## config.mk

```make
export PLATFORM = sky130hd
export DESIGN_NAME = elss_upper_line_select
export DESIGN_NICKNAME = d
export VERILOG_FILES = /design/src/elss_pkg.sv /design/src/elss_line_mux.sv /design/src/elss_upper_line_select.sv
export SDC_FILE = /design/constraint.sdc
export NUM_CORES = 1
export LEC_CHECK = 0
export BUFFER_PORTS_ARGS = -buffer_cell sky130_fd_sc_hd__buf_2
export CORE_MARGIN = 3
export CORE_UTILIZATION = 59
export DETAILED_ROUTE_END_ITERATION = 16
export GPL_TIMING_DRIVEN = 1
export PLACE_DENSITY = 0.92
export RECOVER_POWER = 100
export SLEW_MARGIN = 20
export SYNTH_ARGS = -nofsm -noshare
export SYNTH_HDL_FRONTEND = slang
export SYNTH_SLANG_ARGS = --single-unit
```

## constraint.sdc

```tcl
create_clock -name ref_clk -period 7.8 [get_ports ref_clk]
set_input_delay 0.39 -clock ref_clk [delete_from_list [all_inputs] [get_ports ref_clk]]
set_output_delay 0.39 -clock ref_clk [all_outputs]
set_load 0.005 [all_outputs]
```

## src/elss_pkg.sv

```systemverilog
//----------------------------------------------------------------------------
// Purpose : constants and decode helpers for the upper line source select
// Assumes : one 32-bit register on a byte-addressed Avalon-MM slave
// Notes   : field order in the register is line12 (low) to line15 (high)
//----------------------------------------------------------------------------
package elss_pkg;

    //------------------------------------------------------------------------
    // bus and register layout
    //------------------------------------------------------------------------
    localparam int          ADDR_W      = 8;
    localparam logic [7:0]  REG_OFFSET  = 8'h10;
    localparam logic [31:0] REG_RESET   = 32'h00000000;
    localparam logic [31:0] WRITE_MASK  = 32'h3F3F3F3F;
    localparam int          SEL_W       = 6;
    localparam int          LINE_COUNT  = 4;
    localparam int          LINE12_LSB  = 0;
    localparam int          LINE13_LSB  = 8;
    localparam int          LINE14_LSB  = 16;
    localparam int          LINE15_LSB  = 24;

    //------------------------------------------------------------------------
    // selection code encoding: pin index high, port low
    //------------------------------------------------------------------------
    localparam logic [1:0]  PORT_A      = 2'h0;
    localparam logic [1:0]  PORT_B      = 2'h1;
    localparam logic [1:0]  PORT_C      = 2'h2;
    localparam logic [1:0]  PORT_D      = 2'h3;
    localparam logic [3:0]  C_FIRST_PIN = 4'hD;
    localparam logic [3:0]  D_FIRST_PIN = 4'hC;
    localparam logic [3:0]  D_LONE_PIN  = 4'h0;

    // true when the code names a pin that exists for the line
    function automatic logic elss_code_ok(input logic [5:0] code);
        logic [3:0] idx;
        idx = code[5:2];
        case (code[1:0])
            PORT_A:  elss_code_ok = 1'b1;
            PORT_B:  elss_code_ok = 1'b1;
            PORT_C:  elss_code_ok = (idx >= C_FIRST_PIN);
            default: elss_code_ok = (idx == D_LONE_PIN) ||
                                    (idx >= D_FIRST_PIN);
        endcase
    endfunction : elss_code_ok

    // level picked by a code; unsupported codes give a constant zero
    function automatic logic elss_pick(input logic [5:0]  code,
                                       input logic [15:0] pa,
                                       input logic [15:0] pb,
                                       input logic [15:0] pc,
                                       input logic [15:0] pd);
        logic [3:0] idx;
        idx = code[5:2];
        if (!elss_code_ok(code)) begin
            elss_pick = 1'b0;
        end else begin
            case (code[1:0])
                PORT_A:  elss_pick = pa[idx];
                PORT_B:  elss_pick = pb[idx];
                PORT_C:  elss_pick = pc[idx];
                default: elss_pick = pd[idx];
            endcase
        end
    endfunction : elss_pick

endpackage : elss_pkg

```

## src/elss_line_mux.sv

```systemverilog
//----------------------------------------------------------------------------
// Purpose : one line source multiplexer with a registered output
// Assumes : pin buses are already synchronised to ref_clk
// Notes   : output follows the code and pins one clock later
//----------------------------------------------------------------------------
`timescale 1ns/1ps
module elss_line_mux (
    input  wire logic        ref_clk,
    input  wire logic        rst,
    input  wire logic [5:0]  code,
    input  wire logic [15:0] pa,
    input  wire logic [15:0] pb,
    input  wire logic [15:0] pc,
    input  wire logic [15:0] pd,
    output logic             line_out
);
    import elss_pkg::*;

    //------------------------------------------------------------------------
    // selection register
    //------------------------------------------------------------------------
    // decode pin and port
    always_ff @(posedge ref_clk or posedge rst) begin
        if (rst) begin
            line_out <= 1'b0;
        end else begin
            line_out <= elss_pick(code, pa, pb, pc, pd);
        end
    end

endmodule : elss_line_mux

```

## src/elss_upper_line_select.sv

```systemverilog
//----------------------------------------------------------------------------
// Purpose : upper line pin select register of the alternate_function_unit
// Assumes : Avalon-MM slave, byte addresses, one register word at 0x10
// Notes   : selected pin levels feed edge detection outside this block
//----------------------------------------------------------------------------
// Notes on behaviour
// - line15_source_sel is a writable 6-bit field in bits 29 to 24.
// - line14_source_sel is a writable 6-bit field in bits 21 to 16.
// - code high four bits give pin index, low two give port A to D.
// - A and B any pin; D pins 0,12-15; C pins 13-15; else zero.
// - after reset the register reads all zeros, every line on pin A0.
// - line13_source_sel is a writable 6-bit field in bits 13 to 8.
//----------------------------------------------------------------------------
//
// The Avalon-MM register port was chosen for this implementation.
`timescale 1ns/1ps
module elss_upper_line_select (
    input  wire logic                        ref_clk,
    input  wire logic                        rst,
    input  wire logic [elss_pkg::ADDR_W-1:0] avs_address,
    input  wire logic                        avs_read,
    input  wire logic                        avs_write,
    input  wire logic [31:0]                 avs_writedata,
    input  wire logic [3:0]                  avs_byteenable,
    output logic      [31:0]                 avs_readdata,
    output logic                             avs_waitrequest,
    input  wire logic [15:0]                 port_a_pins,
    input  wire logic [15:0]                 port_b_pins,
    input  wire logic [15:0]                 port_c_pins,
    input  wire logic [15:0]                 port_d_pins,
    output logic                             line12_signal,
    output logic                             line13_signal,
    output logic                             line14_signal,
    output logic                             line15_signal
);
    import elss_pkg::*;

    logic [31:0]      cfg;          // select register, reserved bits zero
    logic [3:0][15:0] pin_meta;     // first synchroniser stage
    logic [3:0][15:0] pin_sync;     // second synchroniser stage
    logic [3:0][5:0]  line_code;    // per-line selection code
    logic [3:0]       line_bits;    // registered line levels
    logic [3:0]       expect_bits;  // reference levels for checking
    logic             bus_req;
    logic             reg_hit;
    logic             write_ack;

    //------------------------------------------------------------------------
    // bus decode
    //------------------------------------------------------------------------
    // request, address match and write acceptance
    assign bus_req   = avs_read | avs_write;
    assign reg_hit   = (avs_address == REG_OFFSET);
    assign write_ack = avs_write & ~avs_waitrequest & reg_hit;

    //------------------------------------------------------------------------
    // wait state: one waited cycle, then one ready cycle per request
    //------------------------------------------------------------------------
    always_ff @(posedge ref_clk or posedge rst) begin
        if (rst) begin
            avs_waitrequest <= 1'b1;
        end else if (bus_req && avs_waitrequest) begin
            avs_waitrequest <= 1'b0;
        end else begin
            avs_waitrequest <= 1'b1;
        end
    end

    // read data captured with the wait drop; unmapped reads return zero
    always_ff @(posedge ref_clk or posedge rst) begin
        if (rst) begin
            avs_readdata <= 32'h00000000;
        end else if (avs_read && avs_waitrequest) begin
            avs_readdata <= reg_hit ? cfg : 32'h00000000;
        end
    end

    //------------------------------------------------------------------------
    // select register
    //------------------------------------------------------------------------
    // clear on reset
    // byte-lane field writes, reserved bits forced to zero
    always_ff @(posedge ref_clk or posedge rst) begin
        if (rst) begin
            cfg <= REG_RESET;
        end else if (write_ack) begin
            for (int i = 0; i < 4; i++) begin
                if (avs_byteenable[i]) begin
                    cfg[i*8 +: 8] <= avs_writedata[i*8 +: 8] &
                                     WRITE_MASK[i*8 +: 8];
                end
            end
        end
    end

    // fields in line order, line12 first
    assign line_code[0] = cfg[LINE12_LSB +: SEL_W];
    assign line_code[1] = cfg[LINE13_LSB +: SEL_W];
    assign line_code[2] = cfg[LINE14_LSB +: SEL_W];
    assign line_code[3] = cfg[LINE15_LSB +: SEL_W];

    //------------------------------------------------------------------------
    // pin synchronisers
    //------------------------------------------------------------------------
    // two stages, only the second stage is read by logic
    always_ff @(posedge ref_clk or posedge rst) begin
        if (rst) begin
            pin_meta <= '0;
            pin_sync <= '0;
        end else begin
            pin_meta <= {port_d_pins, port_c_pins, port_b_pins, port_a_pins};
            pin_sync <= pin_meta;
        end
    end

    //------------------------------------------------------------------------
    // line multiplexers
    //------------------------------------------------------------------------
    // per-line pin selection
    for (genvar g = 0; g < LINE_COUNT; g++) begin : g_line
        elss_line_mux u_mux (
            .ref_clk  (ref_clk),
            .rst      (rst),
            .code     (line_code[g]),
            .pa       (pin_sync[0]),
            .pb       (pin_sync[1]),
            .pc       (pin_sync[2]),
            .pd       (pin_sync[3]),
            .line_out (line_bits[g])
        );
    end

    // outputs taken straight from the multiplexer flops
    assign line12_signal = line_bits[0];
    assign line13_signal = line_bits[1];
    assign line14_signal = line_bits[2];
    assign line15_signal = line_bits[3];

    //------------------------------------------------------------------------
    // checks
    //------------------------------------------------------------------------
    // reference levels from the current code and synchronised pins
    always_comb begin
        for (int i = 0; i < LINE_COUNT; i++) begin
            // pin indexed directly, gated by code validity, not the mux path
            expect_bits[i] = pin_sync[line_code[i][1:0]][line_code[i][5:2]]
                             & elss_code_ok(line_code[i]);
        end
    end

    line15_field_a: assert property (
        @(posedge ref_clk) disable iff (rst)
        (write_ack && avs_byteenable[3]) |=>
            (cfg[LINE15_LSB +: SEL_W] ==
             $past(avs_writedata[LINE15_LSB +: SEL_W])))
        else $error("line15 select field did not take the write");

    line14_field_a: assert property (
        @(posedge ref_clk) disable iff (rst)
        (write_ack && avs_byteenable[2]) |=>
            (cfg[LINE14_LSB +: SEL_W] ==
             $past(avs_writedata[LINE14_LSB +: SEL_W])))
        else $error("line14 select field did not take the write");

    line13_field_a: assert property (
        @(posedge ref_clk) disable iff (rst)
        (write_ack && avs_byteenable[1]) |=>
            (cfg[LINE13_LSB +: SEL_W] ==
             $past(avs_writedata[LINE13_LSB +: SEL_W])))
        else $error("line13 select field did not take the write");

    line12_field_a: assert property (
        @(posedge ref_clk) disable iff (rst)
        (write_ack && avs_byteenable[0]) |=>
            (cfg[LINE12_LSB +: SEL_W] ==
             $past(avs_writedata[LINE12_LSB +: SEL_W])))
        else $error("line12 select field did not take the write");

    line_decode_a: assert property (
        @(posedge ref_clk) disable iff (rst)
        ##1 (line_bits == $past(expect_bits)))
        else $error("line level does not match the selected pin");

    bad_code_zero_a: assert property (
        @(posedge ref_clk) disable iff (rst)
        (!elss_code_ok(line_code[2]) || !elss_code_ok(line_code[3])) |=>
            ((!$past(elss_code_ok(line_code[2])) -> !line14_signal) &&
             (!$past(elss_code_ok(line_code[3])) -> !line15_signal)))
        else $error("unsupported code did not give a zero level");

    reset_clear_a: assert property (
        @(posedge ref_clk)
        $fell(rst) |-> (cfg == REG_RESET) && (line_bits == 4'h0))
        else $error("select register not clear after reset");

    reserved_zero_a: assert property (
        @(posedge ref_clk) disable iff (rst)
        ((avs_readdata & ~WRITE_MASK) == 32'h00000000) &&
        ((cfg & ~WRITE_MASK) == 32'h00000000))
        else $error("reserved bits are not zero");

    // one ready cycle, then wait again
    bus_ready_a: assert property (
        @(posedge ref_clk) disable iff (rst)
        bus_req |-> ##[0:1] !avs_waitrequest ##1 avs_waitrequest)
        else $error("waitrequest did not answer in one cycle");

endmodule : elss_upper_line_select

```

==> results_dict.tcl <==
set metrics [dict create \
    seq_area_um2 4530 \
    period_share 0.441 \
    min_to "pin_meta[50]$_DFF_PP0_" \
    p_leak_nw 3.72 \
    syn2layout_area_growth_pct 17.1 \
    rows 39 \
    final_core_util 0.725 \
    cts.clk_slew.worst_paths_ps 70 \
    clock_path_buffers 2 \
    grt_pass1_wl_um 25200 \
    violations "capacitance limit, slew limit" \
    final_nets 674 \
    hp-start "port_d_pins[2]" \
    grt_usage 0.252 \
    fill_cells 732 \
    initial_core_util 0.620 \
    gp_congestion 0.884 \
    clock_skew_ps 10.3 \
    pre_cts_ws_ps 5150 \
    setup_viol 0 \
    die_y_um 117 \
    netlist_area_um2 7260 \
    cp.required_ps 8200 \
    io-pin-count 149 \
    critPathKind "input pin to async pin" \
    ys_warn_count 0 \
    period_needed_ps 3440 \
    hold-path-cell-count 1 \
    met3WireLength_um 1220 \
    grt_start_max_net_pins 100 \
    synth-edff-count 0 \
    synth_area_leaders "dfrtp_1 (62%), mux4_2 (14%), mux2_2 (4.2%), mux2i_1 (2.9%), a22o_1 (2.9%)" \
    drive_gt1_frac 0.369 \
    r2r-start "cfg[2]$_DFFE_PP0P_" \
    routed_via_density 6.25 \
    drt-total-wl_um 16100 \
    reg2reg_slack_ps 4600 \
    drc 0 \
    ys_seq_area_frac 0.624 \
    cap_violations 2 \
    antennaDiodeCount 0 \
    async_reset_ff_frac 1.00 \
    cp-start-kind "input pin" \
    status "finished with violations" \
    yosysTopAreaCell "dfrtp_1" \
    ys_types 50 \
    maxSlewViolCount 122 \
    cts-root-buf "clkbuf_16" \
    fmax_mhz 291 \
    reg2reg_depth 6 \
    synthTopCellsByCount "dfrtp_1 (180), mux4_2 (45), mux2_2 (27), a22o_1 (24), mux2i_1 (21)" \
    worst_pin_slew_ps 3900 \
    grt_pass1_vias 4574 \
    synth.ff_latch_count 181 \
    antenna_found_initial 0 \
    post-cts-setup-buffer-count 0 \
    cts_buffers 17 \
    cp_data_arrival_time_ps 3840 \
    synth_top_area_share 0.621 \
    port_buffers 132 \
    relSlewSlack -1.61 \
    power_mw 1.97 \
    p_per_area_nw_per_um2 232 \
    post_drt_wl_per_cell_um 22.4 \
    rsz0062_at_grt "no" \
    cts_tree "yes" \
    drt_iter0_drc 570 \
    r2r_end "g_line[0].u_mux.line_out$_DFF_PP0_" \
    grt.overflow.total 0 \
    antenna_left 0 \
    syn_inst 439 \
    cts.sinks 181 \
    post-dp-hpwl_um 10900 \
    top_layer "met4" \
    setup_tns_ps 0 \
    hold_viol 0 \
    cts_hold_buf 0 \
    wl_met2_um 8070 \
    peakVddDrop_mv 0.239 \
    synth_area_per_cell_um2 16.5 \
    fin_ws_ps 4360 \
    ys.flop_type "dfrtp_1" \
    clkLatencyLatePin_ps 430 \
    wl_met1_um 6240 \
    num_vias 4491 \
    drtPass1Iterations 5 \
    die_w_um 117 \
    min_path_type "input pin to flip-flop" \
    htreeDepth 4 \
    core_area_um2 11700 \
    cp-end-kind "async pin" \
    cts_resized 0 \
    critPathMaxFanout 99 \
    synth.most_common_cell "dfrtp_1" \
    multi_input_area_um2 2490 \
    die_area_um2 13700 \
]
[area by class of cell]
cell class / instances / area share
inverter: 9 / 0.00412
sequential: 181 / 0.533
clock inverter: 13 / 0.0193
timing repair buffer: 135 / 0.0756
tap: 143 / 0.0211
multi-input combinational: 218 / 0.293
clock buffer: 19 / 0.0533
[layer usage]
metal	GRT usage	up-vias
met5	0	-
met4	0.114	0
met3	0.0602	44
met2	0.408	250
met1	0.329	2304
li1	-	1893
[per-stage QoR]
stage / std cells / instance area [um2] / hold WS (ps)
2_1_floorplan: 446 / 7280 / 331
3_3_place_gp: 686 / 7930 / 337
3_5_place_dp: 686 / 7930 / 335
4_1_cts: 718 / 8540 / 50.0
5_1_grt: 718 / 8490 / 43.1
6_report: 718 / 8490 / 64.3
[layout by cell type (no fill, tap or decap), types with 3 or more instances in the layout]
cell | synthesis | layout
a22o_1 | 24 | 24
buf_2 | 6 | 105
mux2_1 | 3 | 3
a22oi_1 | 3 | 3
mux2_2 | 27 | 27
nor2_1 | 9 | 9
nor2b_1 | 4 | 4
mux4_2 | 45 | 45
inv_1 | 9 | 8
o21ai_0 | 3 | 3
mux4_1 | 7 | 7
inv_6 | 0 | 4
o2111ai_1 | 3 | 3
nand3_1 | 6 | 6
clkbuf_16 | 0 | 17
nand2_1 | 16 | 16
clkbuf_1 | 16 | 29
dfrtp_1 | 180 | 180
a31oi_1 | 3 | 3
mux2i_1 | 21 | 21
conb_1 | 1 | 8
[worst max-delay path, stage by stage]
cell	delay (ps)
buf_2	100
clkinvlp_2	2160
buf_4	1060
[power breakdown]
| group | switching, mW | leakage (nW) | internal, mW |
|---|---|---|---|
| logic | 0.0460 | 1.20 | 0.0525 |
| clock network | 0.367 | 0.302 | 0.500 |
| registers | 0.0321 | 2.22 | 0.976 |
| total | 0.446 | 3.72 | 1.53 |
[cell families (layout without fill, tap and decap cells)]
group           count (synthesis)  count (layout)  share of synthesized area
other cells                     1               8                   0.000517
mux                           103             103                      0.241
flops                         181             181                      0.624
compound gates                 56              56                     0.0626
buf+inv                        47             176                     0.0352
simple gates                   51              51                     0.0367
[worst max-delay path by stage]
stage | startpoint | cells past startpoint | to
global placement | cfg[18]$_DFFE_PP0P_ | 5 | g_line[2].u_mux.line_out$_DFF_PP0_
detailed placement | cfg[18]$_DFFE_PP0P_ | 5 | g_line[2].u_mux.line_out$_DFF_PP0_
floorplan | rst | 1 | avs_readdata[0]$_DFFE_PP0P_
finish | rst | 3 | pin_sync[37]$_DFF_PP0_
CTS | cfg[18]$_DFFE_PP0P_ | 5 | g_line[2].u_mux.line_out$_DFF_PP0_
global route | rst | 3 | g_line[1].u_mux.line_out$_DFF_PP0_
[state kept, by name, indices dropped and copies added, names as in the netlist]
signal	count
avs_readdata	24
avs_waitrequest	1
cfg	24
g_line.u_mux.line_out	4
pin_meta	64
pin_sync	64
(Power assumes the default switching activity.)
